File: src/core/icbm_pkg.sv
// constants and types shared by the command and broadcast monitor
package icbm_pkg;

  // ----------------------------------------
  // command codes on the command port
  // ----------------------------------------
  typedef enum logic [3:0] {
    CMD_LOAD    = 4'h1,
    CMD_DUMP    = 4'h2,
    CMD_CRC     = 4'h3,
    CMD_CTX     = 4'h4,
    CMD_GEN_EN  = 4'h5,
    CMD_GEN_DIS = 4'h6,
    CMD_GEN_REP = 4'h7,
    CMD_TEST    = 4'h8,
    CMD_THR     = 4'h9,
    CMD_RECOV   = 4'ha,
    CMD_START   = 4'hb,
    CMD_PAR_REP = 4'hc
  } cmd_t;

  // ----------------------------------------
  // operations sent to the front end
  // ----------------------------------------
  typedef enum logic [3:0] {
    OP_WRITE = 4'h1,
    OP_READ  = 4'h2,
    OP_CRC   = 4'h3,
    OP_FLUSH = 4'h4,
    OP_SAVE  = 4'h5,
    OP_SAFE  = 4'h6
  } op_t;

  localparam logic [7:0]  MEM_ID_FE   = 8'hff;
  localparam logic [7:0]  MODE_INERT  = 8'h01;
  localparam logic [15:0] DUMP_PKT_W  = 16'h0040;
  localparam logic [15:0] FE_ADDR_LO  = 16'h8000;
  localparam logic [15:0] THR_RESET   = 16'hffff;

  // generation enable bits
  localparam int GEN_PARAM  = 0;
  localparam int GEN_DUMP   = 1;
  localparam int GEN_CRC    = 2;
  localparam int GEN_STATUS = 3;
  localparam logic [3:0] GEN_RESET = 4'hf;

  // front-end word field layout
  localparam int FW_OP   = 32;
  localparam int FW_ADDR = 16;
  localparam int FE_W    = 36;

endpackage

File: src/core/instrument_command_and_broadcast_monitor.sv
// telecommand and broadcast handling toward the front-end processor
`timescale 1ns/1ps

// ----------------------------------------
// front-end fifo
// ----------------------------------------
module icbm_fifo #(
  parameter int W = 36,
  parameter int D = 32
) (
  // clock and reset
  input  wire logic         clk_i,
  input  wire logic         reset_i,
  input  wire logic         ce_i,
  // fill side
  input  wire logic         in_valid_i,
  output logic              in_ready_o,
  input  wire logic [W-1:0] in_data_i,
  // drain side
  output logic              out_valid_o,
  input  wire logic         out_ready_i,
  output logic [W-1:0]      out_data_o
);
  localparam int AW = $clog2(D);

  logic [W-1:0] mem [D];
  logic [AW-1:0] wp;
  logic [AW-1:0] rp;
  logic [AW:0]   used;
  logic          wr;
  logic          rd;

  assign in_ready_o  = ce_i && (used != (AW+1)'(D));
  assign out_valid_o = (used != '0);
  assign out_data_o  = mem[rp];
  assign wr = in_valid_i && in_ready_o;
  assign rd = ce_i && out_valid_o && out_ready_i;

  always_ff @(posedge clk_i) begin
    if (wr) begin
      mem[wp] <= in_data_i;
    end
  end

  always_ff @(posedge clk_i or posedge reset_i) begin
    if (reset_i) begin
      wp   <= '0;
      rp   <= '0;
      used <= '0;
    end else begin
      if (wr) begin
        wp <= (wp == AW'(D - 1)) ? '0 : wp + 1'b1;
      end
      if (rd) begin
        rp <= (rp == AW'(D - 1)) ? '0 : rp + 1'b1;
      end
      used <= used + (AW+1)'(wr) - (AW+1)'(rd);
    end
  end
endmodule

// ----------------------------------------
// command and broadcast monitor
// ----------------------------------------
// Overview of operation
// - memory commands need identifier 255
// - keep accepted loads in order until the store is full
// - context load replays all kept patches
// - long dumps split into many packets
// - four reply packet types gated individually
// - test command only bumps command count
// - broadcast evaluated at once, may stop taking
// - auto resume only with recovery flag
// - on-target handling ignores recovery flag
// - on-target rise compares pointing, same ignored
// - different pointing flushes buffers, stores it
// - on-target used only in inertial mode
// - any rate over entry threshold enters belt
// - belt exit when all rates below exit
// - disregard bit forces rates low
// - belt entry stops, drops high voltage, safes
// - emergency acquisition acts like belt entry
// - switch-off stops, drops hv, saves, safes
// - eclipse stops, drops hv, saves, safes
// - belt exit restores if flag, flag resets off
// - nonzero time fields stored as 48-bit time
module instrument_command_and_broadcast_monitor
  import icbm_pkg::*;
#(
  parameter int PATCH_DEPTH = 32,
  parameter int FIFO_DEPTH  = 32
) (
  // clock and reset
  input  wire logic        clk_i,
  input  wire logic        reset_i,
  input  wire logic        ce_i,
  // command port
  input  wire logic        cmd_valid_i,
  output logic             cmd_ready_o,
  input  wire logic [3:0]  cmd_code_i,
  input  wire logic [7:0]  cmd_mem_id_i,
  input  wire logic [15:0] cmd_addr_i,
  input  wire logic [15:0] cmd_len_i,
  input  wire logic [15:0] cmd_data_i,
  input  wire logic [3:0]  cmd_sel_i,
  // broadcast packet fields
  input  wire logic        bc_valid_i,
  input  wire logic        bc_on_target_i,
  input  wire logic [7:0]  bc_att_mode_i,
  input  wire logic [7:0]  bc_att_submode_i,
  input  wire logic        bc_handover_i,
  input  wire logic [31:0] bc_pointing_i,
  input  wire logic [47:0] bc_rates_i,
  input  wire logic        bc_disregard_i,
  input  wire logic        bc_emergency_i,
  input  wire logic        bc_switch_off_i,
  input  wire logic        bc_eclipse_i,
  input  wire logic [39:0] bc_belt_in_time_i,
  input  wire logic [39:0] bc_belt_out_time_i,
  input  wire logic [39:0] bc_eclipse_time_i,
  // front-end stream
  output logic             fe_valid_o,
  input  wire logic        fe_ready_i,
  output logic [35:0]      fe_data_o,
  // status and reports
  output logic             cmd_reject_o,
  output logic [15:0]      tc_count_o,
  output logic [3:0]       gen_enable_o,
  output logic             param_rep_o,
  output logic             dump_pkt_o,
  output logic             crc_rep_o,
  output logic             status_rep_o,
  output logic             taking_o,
  output logic             hv_on_o,
  output logic             in_belt_o,
  output logic             recovery_o,
  output logic             flush_o,
  output logic [47:0]      belt_in_time_o,
  output logic [47:0]      belt_out_time_o,
  output logic [47:0]      eclipse_time_o
);
  localparam int PW = $clog2(PATCH_DEPTH);

  typedef enum logic [1:0] {ST_IDLE, ST_REPLAY, ST_DUMP} state_t;

  // ----------------------------------------
  // helpers
  // ----------------------------------------
  // coarse seconds and fine part widen to the internal time format
  function automatic logic [47:0] to_obt(input logic [39:0] t);
    to_obt = {t, 8'h00};
  endfunction

  state_t        state;
  logic [31:0]   patch_mem [PATCH_DEPTH];
  logic [PW:0]   patch_cnt;
  logic [PW:0]   replay_ix;
  logic [15:0]   dump_addr;
  logic [15:0]   dump_left;
  logic [15:0]   dump_ix;
  logic [15:0]   crc_addr;
  logic [31:0]   ld_word;
  logic          ld_pend;
  logic          crc_pend;
  logic          flush_pend;
  logic          save_pend;
  logic          safe_pend;
  logic [15:0]   thr_in  [3];
  logic [15:0]   thr_out [3];
  logic [2:0]    rate_hi;
  logic [2:0]    rate_lo;
  logic          otf_prev;
  logic [31:0]   point_id;
  logic          saved_taking;
  logic          saved_hv;
  logic          push_v;
  logic [35:0]   push_w;
  logic          push_rdy;
  logic          push;
  logic          acc;
  logic          mem_ok;
  logic          otf_val;
  logic          otf_rise;
  logic          entry;
  logic          leave;
  logic          stop_safe;
  logic          stop_save;

  // ----------------------------------------
  // command acceptance
  // ----------------------------------------
  assign cmd_ready_o = ce_i && (state == ST_IDLE) && !ld_pend && !crc_pend;
  assign acc    = cmd_valid_i && cmd_ready_o;
  assign mem_ok = (cmd_mem_id_i == MEM_ID_FE);

  // ----------------------------------------
  // broadcast decoding
  // ----------------------------------------
  // sub-mode and hand-over are never read: they cannot alter anything
  for (genvar i = 0; i < 3; i++) begin : g_rate
    assign rate_hi[i] = !bc_disregard_i && (bc_rates_i[16*i +: 16] > thr_in[i]);
    assign rate_lo[i] = bc_disregard_i || (bc_rates_i[16*i +: 16] < thr_out[i]);
  end

  assign entry     = bc_valid_i && !in_belt_o && (|rate_hi);
  assign leave     = bc_valid_i && in_belt_o && (&rate_lo);
  assign stop_safe = entry || (bc_valid_i && bc_emergency_i);
  assign stop_save = bc_valid_i && (bc_switch_off_i || bc_eclipse_i);
  assign otf_val   = bc_on_target_i && (bc_att_mode_i == MODE_INERT);
  assign otf_rise  = bc_valid_i && otf_val && !otf_prev;

  // ----------------------------------------
  // command side state
  // ----------------------------------------
  always_ff @(posedge clk_i or posedge reset_i) begin
    if (reset_i) begin
      tc_count_o   <= '0;
      cmd_reject_o <= 1'b0;
      gen_enable_o <= GEN_RESET;
      param_rep_o  <= 1'b0;
      status_rep_o <= 1'b0;
      recovery_o   <= 1'b0;
    end else if (ce_i) begin
      cmd_reject_o <= 1'b0;
      param_rep_o  <= 1'b0;
      status_rep_o <= 1'b0;
      if (acc) begin
        tc_count_o <= tc_count_o + 16'h0001;
        case (cmd_code_i)
          CMD_LOAD, CMD_DUMP, CMD_CRC: begin
            cmd_reject_o <= !mem_ok;
          end
          CMD_GEN_EN: begin
            gen_enable_o <= gen_enable_o | cmd_sel_i;
          end
          CMD_GEN_DIS: begin
            gen_enable_o <= gen_enable_o & ~cmd_sel_i;
          end
          CMD_GEN_REP: begin
            status_rep_o <= gen_enable_o[GEN_STATUS];
          end
          CMD_PAR_REP: begin
            param_rep_o <= gen_enable_o[GEN_PARAM];
          end
          CMD_RECOV: begin
            recovery_o <= cmd_data_i[0];
          end
          default: begin
          end
        endcase
      end
    end
  end

  // ----------------------------------------
  // radiation thresholds
  // ----------------------------------------
  always_ff @(posedge clk_i or posedge reset_i) begin
    if (reset_i) begin
      for (int i = 0; i < 3; i++) begin
        thr_in[i]  <= THR_RESET;
        thr_out[i] <= '0;
      end
    end else if (ce_i && acc && cmd_code_i == CMD_THR) begin
      for (int i = 0; i < 3; i++) begin
        if (cmd_sel_i == 4'(2 * i)) begin
          thr_in[i] <= cmd_data_i;
        end
        if (cmd_sel_i == 4'(2 * i + 1)) begin
          thr_out[i] <= cmd_data_i;
        end
      end
    end
  end

  // ----------------------------------------
  // patch store
  // ----------------------------------------
  // a full store refuses further loads rather than overwrite history
  always_ff @(posedge clk_i) begin
    if (ce_i && acc && cmd_code_i == CMD_LOAD && mem_ok &&
        patch_cnt != (PW+1)'(PATCH_DEPTH)) begin
      patch_mem[patch_cnt[PW-1:0]] <= {cmd_addr_i, cmd_data_i};
    end
  end

  always_ff @(posedge clk_i or posedge reset_i) begin
    if (reset_i) begin
      patch_cnt <= '0;
    end else if (ce_i && acc && cmd_code_i == CMD_LOAD && mem_ok &&
                 patch_cnt != (PW+1)'(PATCH_DEPTH)) begin
      patch_cnt <= patch_cnt + 1'b1;
    end
  end

  // ----------------------------------------
  // sequencer
  // ----------------------------------------
  always_ff @(posedge clk_i or posedge reset_i) begin
    if (reset_i) begin
      state     <= ST_IDLE;
      replay_ix <= '0;
      dump_addr <= '0;
      dump_left <= '0;
      dump_ix   <= '0;
      dump_pkt_o <= 1'b0;
    end else if (ce_i) begin
      dump_pkt_o <= 1'b0;
      case (state)
        ST_IDLE: begin
          if (acc && cmd_code_i == CMD_CTX && patch_cnt != '0) begin
            state     <= ST_REPLAY;
            replay_ix <= '0;
          end else if (acc && cmd_code_i == CMD_DUMP && mem_ok &&
                       cmd_len_i != '0) begin
            state     <= ST_DUMP;
            dump_addr <= cmd_addr_i;
            dump_left <= cmd_len_i;
            dump_ix   <= '0;
          end
        end
        ST_REPLAY: begin
          if (push) begin
            replay_ix <= replay_ix + 1'b1;
            if (replay_ix + 1'b1 == patch_cnt) begin
              state <= ST_IDLE;
            end
          end
        end
        ST_DUMP: begin
          if (push) begin
            dump_addr  <= dump_addr + 16'h0001;
            dump_left  <= dump_left - 16'h0001;
            dump_ix    <= (dump_ix == DUMP_PKT_W - 16'h0001) ? '0 : dump_ix + 16'h0001;
            dump_pkt_o <= (dump_ix == '0) && gen_enable_o[GEN_DUMP];
            if (dump_left == 16'h0001) begin
              state <= ST_IDLE;
            end
          end
        end
        default: begin
          state <= ST_IDLE;
        end
      endcase
    end
  end

  // ----------------------------------------
  // pending front-end operations
  // ----------------------------------------
  // a new request wins over the clear of the same cycle
  always_ff @(posedge clk_i or posedge reset_i) begin
    if (reset_i) begin
      ld_pend    <= 1'b0;
      ld_word    <= '0;
      crc_pend   <= 1'b0;
      crc_addr   <= '0;
      flush_pend <= 1'b0;
      save_pend  <= 1'b0;
      safe_pend  <= 1'b0;
      crc_rep_o  <= 1'b0;
    end else if (ce_i) begin
      crc_rep_o <= 1'b0;
      if (acc && cmd_code_i == CMD_LOAD && mem_ok) begin
        ld_pend <= 1'b1;
        ld_word <= {cmd_addr_i, cmd_data_i};
      end else if (push && push_w[35:32] == OP_WRITE && state == ST_IDLE) begin
        ld_pend <= 1'b0;
      end
      if (acc && cmd_code_i == CMD_CRC && mem_ok) begin
        crc_pend <= 1'b1;
        crc_addr <= cmd_addr_i;
      end else if (push && push_w[35:32] == OP_CRC) begin
        crc_pend  <= 1'b0;
        crc_rep_o <= gen_enable_o[GEN_CRC];
      end
      if (otf_rise && bc_pointing_i != point_id) begin
        flush_pend <= 1'b1;
      end else if (push && push_w[35:32] == OP_FLUSH) begin
        flush_pend <= 1'b0;
      end
      if (stop_save) begin
        save_pend <= 1'b1;
      end else if (push && push_w[35:32] == OP_SAVE) begin
        save_pend <= 1'b0;
      end
      if (stop_safe || stop_save) begin
        safe_pend <= 1'b1;
      end else if (push && push_w[35:32] == OP_SAFE && !save_pend) begin
        safe_pend <= 1'b0;
      end
    end
  end

  // ----------------------------------------
  // on-target and pointing
  // ----------------------------------------
  always_ff @(posedge clk_i or posedge reset_i) begin
    if (reset_i) begin
      otf_prev <= 1'b0;
      point_id <= '0;
      flush_o  <= 1'b0;
    end else if (ce_i) begin
      flush_o <= 1'b0;
      if (bc_valid_i) begin
        otf_prev <= otf_val;
      end
      if (otf_rise && bc_pointing_i != point_id) begin
        point_id <= bc_pointing_i;
        flush_o  <= 1'b1;
      end
    end
  end

  // ----------------------------------------
  // data taking and high voltage
  // ----------------------------------------
  // eclipse and switch-off leave no saved state to resume from
  always_ff @(posedge clk_i or posedge reset_i) begin
    if (reset_i) begin
      taking_o     <= 1'b0;
      hv_on_o      <= 1'b0;
      in_belt_o    <= 1'b0;
      saved_taking <= 1'b0;
      saved_hv     <= 1'b0;
    end else if (ce_i) begin
      if (entry) begin
        in_belt_o    <= 1'b1;
        saved_taking <= taking_o;
        saved_hv     <= hv_on_o;
      end else if (leave) begin
        in_belt_o <= 1'b0;
      end
      if (stop_safe || stop_save) begin
        taking_o <= 1'b0;
        hv_on_o  <= 1'b0;
      end else if (leave && recovery_o) begin
        taking_o <= saved_taking;
        hv_on_o  <= saved_hv;
      end else if (acc && cmd_code_i == CMD_START) begin
        taking_o <= 1'b1;
        hv_on_o  <= 1'b1;
      end
    end
  end

  // ----------------------------------------
  // time fields
  // ----------------------------------------
  always_ff @(posedge clk_i or posedge reset_i) begin
    if (reset_i) begin
      belt_in_time_o  <= '0;
      belt_out_time_o <= '0;
      eclipse_time_o  <= '0;
    end else if (ce_i && bc_valid_i) begin
      if (bc_belt_in_time_i != '0) begin
        belt_in_time_o <= to_obt(bc_belt_in_time_i);
      end
      if (bc_belt_out_time_i != '0) begin
        belt_out_time_o <= to_obt(bc_belt_out_time_i);
      end
      if (bc_eclipse_time_i != '0) begin
        eclipse_time_o <= to_obt(bc_eclipse_time_i);
      end
    end
  end

  // ----------------------------------------
  // front-end word selection
  // ----------------------------------------
  always_comb begin
    push_v = 1'b0;
    push_w = '0;
    case (state)
      ST_REPLAY: begin
        push_v = 1'b1;
        push_w = {OP_WRITE, patch_mem[replay_ix[PW-1:0]]};
      end
      ST_DUMP: begin
        push_v = 1'b1;
        push_w = {OP_READ, dump_addr, 16'h0000};
      end
      default: begin
        push_v = 1'b1;
        if (flush_pend) begin
          push_w = {OP_FLUSH, 32'h0000_0000};
        end else if (save_pend) begin
          push_w = {OP_SAVE, 32'h0000_0000};
        end else if (safe_pend) begin
          push_w = {OP_SAFE, 32'h0000_0000};
        end else if (ld_pend) begin
          push_w = {OP_WRITE, ld_word};
        end else if (crc_pend) begin
          push_w = {OP_CRC, crc_addr, 16'h0000};
        end else begin
          push_v = 1'b0;
        end
      end
    endcase
  end

  assign push = push_v && push_rdy;

  icbm_fifo #(
    .W (FE_W),
    .D (FIFO_DEPTH)
  ) u_fifo (
    .clk_i       (clk_i),
    .reset_i     (reset_i),
    .ce_i        (ce_i),
    .in_valid_i  (push_v),
    .in_ready_o  (push_rdy),
    .in_data_i   (push_w),
    .out_valid_o (fe_valid_o),
    .out_ready_i (fe_ready_i),
    .out_data_o  (fe_data_o)
  );
endmodule

File: config.mk
export PLATFORM = sky130hd
export DESIGN_NAME = instrument_command_and_broadcast_monitor
export DESIGN_NICKNAME = d
export VERILOG_FILES = /design/src/core/icbm_pkg.sv /design/src/core/instrument_command_and_broadcast_monitor.sv
export SDC_FILE = /design/constraint.sdc
export NUM_CORES = 2
export LEC_CHECK = 0
export BUFFER_PORTS_ARGS = -buffer_cell sky130_fd_sc_hd__buf_2
export CAP_MARGIN = 0
export CORE_ASPECT_RATIO = 0.9
export CORE_MARGIN = 1.5
export CORE_UTILIZATION = 60
export CTS_BUF_LIST = sky130_fd_sc_hd__clkbuf_4 sky130_fd_sc_hd__clkbuf_8
export DETAILED_ROUTE_END_ITERATION = 10
export PLACE_DENSITY_LB_ADDON = 0.15
export SYNTH_ARGS = -nofsm -noshare
export SYNTH_HDL_FRONTEND = slang
export SYNTH_SLANG_ARGS = --single-unit
export TNS_END_PERCENT = 50
File: constraint.sdc
create_clock -name clk_i -period 14.95 [get_ports clk_i]
set_clock_uncertainty 0.05 [all_clocks]
set_input_delay 0.7475 -clock clk_i [delete_from_list [all_inputs] [get_ports clk_i]]
set_output_delay 0.7475 -clock clk_i [all_outputs]
set_load 0.05 [all_outputs]
==> results.md <==
- Outcome: complete, no violations
- Via count: between 50k and 60k
- Worst Hold Class: in2reg
- Drt initial violations: about 6.2k
- Synth Warn #: 0
- Synth area leader: edfxtp_1
- Placeable Area: about 170000 um^2
- DIE HEIGHT: around 400 um
- Register area: between 70000 and 80000 um^2
- Starting Density: 60.6%
- Initial antenna violation count: 18
- Area Overhead vs Synth: 14.6%
- FILL cells: around 11k
- Drt pass-1 iters: 6
- Detailed-route DRC error count: 0
- Nets: roughly 7k
- H-Tree Depth: 5
- First-pass GRT wire length: 377 mm
- Root Driver: clkbuf_8
- Sequential share of the synthesized area: a little over 70%
- Total CTS buffers: between 400 and 500
- I/O Pins: about 500
- Final Routed Wirelength: between 200 and 300 mm
- Primary FF master, synth: edfxtp_1
- P_sw: ~4.9 mW
- Critical path peak fanout: 64
- Pint: between 10 and 15 mW
- Total negative setup slack: 0 ns
- Die W: about 440 um
- Gate Count Post-Synth: 5490
- Clock slew at reported path FFs: approximately 0.07 ns
- Std cell rows: 143
- Die area: 174000 um^2
- Grt total ovfl: 0
- IO Port Bufs: 469
- Vias in the first global route: 58.2k
- Mapped Avg Cell Area: between 15 and 20 um^2
- Worst-Margin Slew: approximately 1.4 ns
- Total track usage: a little under 30%
- Leak: a little over 40 nW
- Logic pwr share: 18.1%
- Multi-input gate area in the final layout: about 27000 um^2
- Min cycle time layout: just under 7 ns
- Critical path class: reg2out
- Clock power share: 33.0%
- Async S/R FF share, synth: between 10% and 20%
- Fmax: 0.146 GHz
- Max-Cap Viols: 0
- Seq cells post-synth: between 2k and 3k
- Hold Violations, Final: 0
- Routed length per placed instance: roughly 29 um
- Post-Layout Cell Count: 8953
- Switch share: 28.1%
- Worst Path Required: between 10 and 15 ns
- Final Cycle Share: 46.0%
- Power Dens Cells: around 150 nW/um^2
- DP Wirelength: 147 mm
- Pwr Total: around 17 mW
- Postcts setup bufs: 0
- Clock tree buffer depth: 4
- GP Congestion: approximately 0.85
- Unrepaired setup endpoints after global routing: no
- Top cells by area, synth: edfxtp_1 (63%), mux4_2 (10%), dfrtp_1 (8.8%)
- Final core utilization: between 60% and 70%
- Maximum VDD drop: just under 0.1 mV
- DP Cell Count: between 8k and 9k
- Share of cells above drive strength 1: between 30% and 40%
- Max-slew headroom: under 10%
- Final Max Slew Viols: 0
- Distinct cells, synth: between 80 and 90
- EDFF count, synth: around 2.1k
- Vias per inst: between 6 and 7
- CTS tree: yes
- CP Capture Type: output pin
- Type of origin of the critical path: flip-flop
- Data arrival, critical path: 6.07 ns
- Clk_lat worst skew: 1.02 ns
- Sequential Power Share: approximately half
- Clock Sinks: around 2.6k
- Pin count of the biggest net entering global routing: roughly 170
- Endpoints failing setup: 0
- Mapped cell area: between 100000 and 150000 um^2
- Post-route ant nets: 0
- Post-synth top area share: between 60% and 70%
## per-stage QoR
| step | setup slack [ns] | cell area, um^2 | hold WS, ns |
|---|---|---|---|
| floorplan | 2.77 | 103000 | 0.396 |
| global placement | 9.01 | 108000 | 0.406 |
| detailed placement | 9.01 | 108000 | 0.417 |
| CTS | 7.92 | 118000 | 0.0196 |
| global route | 7.64 | 118000 | 0.0569 |
| finish | 8.08 | 118000 | 0.0930 |
## cell usage after synthesis, types with 15 or more instances
| cell | instances |
|---|---|
| nand3_1 | 51 |
| edfxtp_1 | 2144 |
| o221ai_1 | 128 |
| inv_1 | 133 |
| a21oi_1 | 148 |
| and3_1 | 23 |
| mux2i_1 | 260 |
| nor3_1 | 31 |
| dfstp_2 | 52 |
| xor2_1 | 40 |
| o21ai_0 | 130 |
| nor4_1 | 54 |
| nand4_1 | 42 |
| ha_1 | 123 |
| buf_2 | 78 |
| a222oi_1 | 15 |
| clkbuf_1 | 159 |
| buf_1 | 17 |
| mux2_2 | 292 |
| dfrtp_1 | 360 |
| buf_4 | 44 |
| nor2_1 | 113 |
| xnor2_1 | 26 |
| o22ai_1 | 83 |
| o21ai_1 | 22 |
| a211oi_1 | 34 |
| mux4_2 | 478 |
| nand2_1 | 237 |
## worst paths after layout
| path | start | endpoint | slack [ns] | cells past startpoint |
|---|---|---|---|---|
| worst max-delay path | u_fifo.rp[1]$_DFFE_PP0P_ | fe_data_o[6] | 8.08 | 7 |
| worst min-delay path | bc_valid_i | otf_prev$_DFFE_PP0P_ | 0.09 | 4 |
| worst max register to register | replay_ix[0]$_DFFE_PP0P_ | u_fifo.mem[15][8]$_DFFE_PP_ | 9.40 | 8 |
| worst min register to register | tc_count_o[15]$_DFFE_PP0P_ | tc_count_o[15]$_DFFE_PP0P_ | 0.42 | 1 |
| max in group asynchronous | reset_i | u_fifo.rp[2]$_DFFE_PP0P_ | 12.94 | 4 |
| min in group asynchronous | reset_i | belt_out_time_o[42]$_DFFE_PP0P_ | 0.42 | 3 |
## what timing repair did
| action | 4_1_cts | 5_1_grt |
|---|---|---|
| resized for setup | 0 | 0 |
| hold buffers | 178 | 0 |
| hold endpoints to repair | 256 | 0 |
## sequential cells by signal (all words and copies together) (netlist names), 2 cells and up, named ones only
name,count
belt_in_time_o,40
belt_out_time_o,40
crc_addr,16
dump_addr,16
dump_ix,16
dump_left,16
eclipse_time_o,40
ld_word,32
patch_cnt,6
patch_mem,1024
point_id,32
replay_ix,6
state,2
tc_count_o,16
thr_in,48
thr_out,48
u_fifo.mem,1120
u_fifo.rp,5
u_fifo.used,6
u_fifo.wp,5
## cells by family (layout without fill, tap and decap cells)
family                     after synthesis  count (layout)  share of synthesized area (%)
AOI/OAI and AO/OA                      640             640                           4.12
xor gates and xnor gates                66              66                          0.562
adders and majority gates              124             124                           1.52
buffers and inverters                  439            1620                           1.90
DFF                                   2556            2556                           72.7
muxes                                 1030            1030                           16.2
other                                    1              36                        0.00365
and+or+nand+nor                        634             634                           3.03
## cells in the final DEF, fill, tap and decap left out, drive strengths merged, types with 7 or more instances in the layout
cell type	n
edfxtp	2144
buf	598
clkbuf	584
mux4	478
dfrtp	360
mux2	292
mux2i	260
nand2	239
dlygate4sd3	178
o21ai	152
a21oi	148
inv	139
o221ai	128
ha	123
clkinv	114
nor2	114
o22ai	83
nor4	55
nand3	53
dfstp	52
nand4	44
xor2	40
a211oi	34
nor3	31
xnor2	26
conb	25
and3	23
a222oi	15
nand2b	12
o31ai	12
diode	11
nor2b	11
a21o	10
nand3b	7
## routing by layer
metal | vias up | part of all wire, % | global-route usage (%)
met1 | 29600 | 40 | 42.4
met4 | 10 | 4.6 | 13.3
met3 | 562 | 7.8 | 5.10
li1 | 24100 | - | -
met5 | - | 0.026 | 0
met2 | 2681 | 47 | 45.8
## worst max-delay path: stages, from the launching register on
cell and delay [ns]:
dfrtp_4 0.96, buf_4 0.77, buf_4 0.82, buf_4 0.87, mux4_2 0.42, mux4_2 0.51
mux2_2 0.30, buf_2 0.22
## power groups by stage
stage | Combinational [mW] | Clock, mW | Sequential, mW
2_1_floorplan | 2.00 | 0 | 8.69
3_3_place_gp | 3.05 | 0 | 8.57
3_5_place_dp | 3.11 | 0 | 8.59
4_1_cts | 3.15 | 5.78 | 8.45
5_1_grt | 3.32 | 6.07 | 8.48
6_report | 3.14 | 5.70 | 8.45
## area by class of cell
cell class / instances / share of cell area (%)
clock inverters: 125 / 0.525
clock buffers: 584 / 6.00
repair buffers: 776 / 4.36
diodes: 11 / 0.0233
multi-input cells: 2519 / 22.8
well taps: 2247 / 2.38
flip-flops and latches: 2556 / 63.4
inverters: 135 / 0.436
Power figures use the tool's default switching activity.
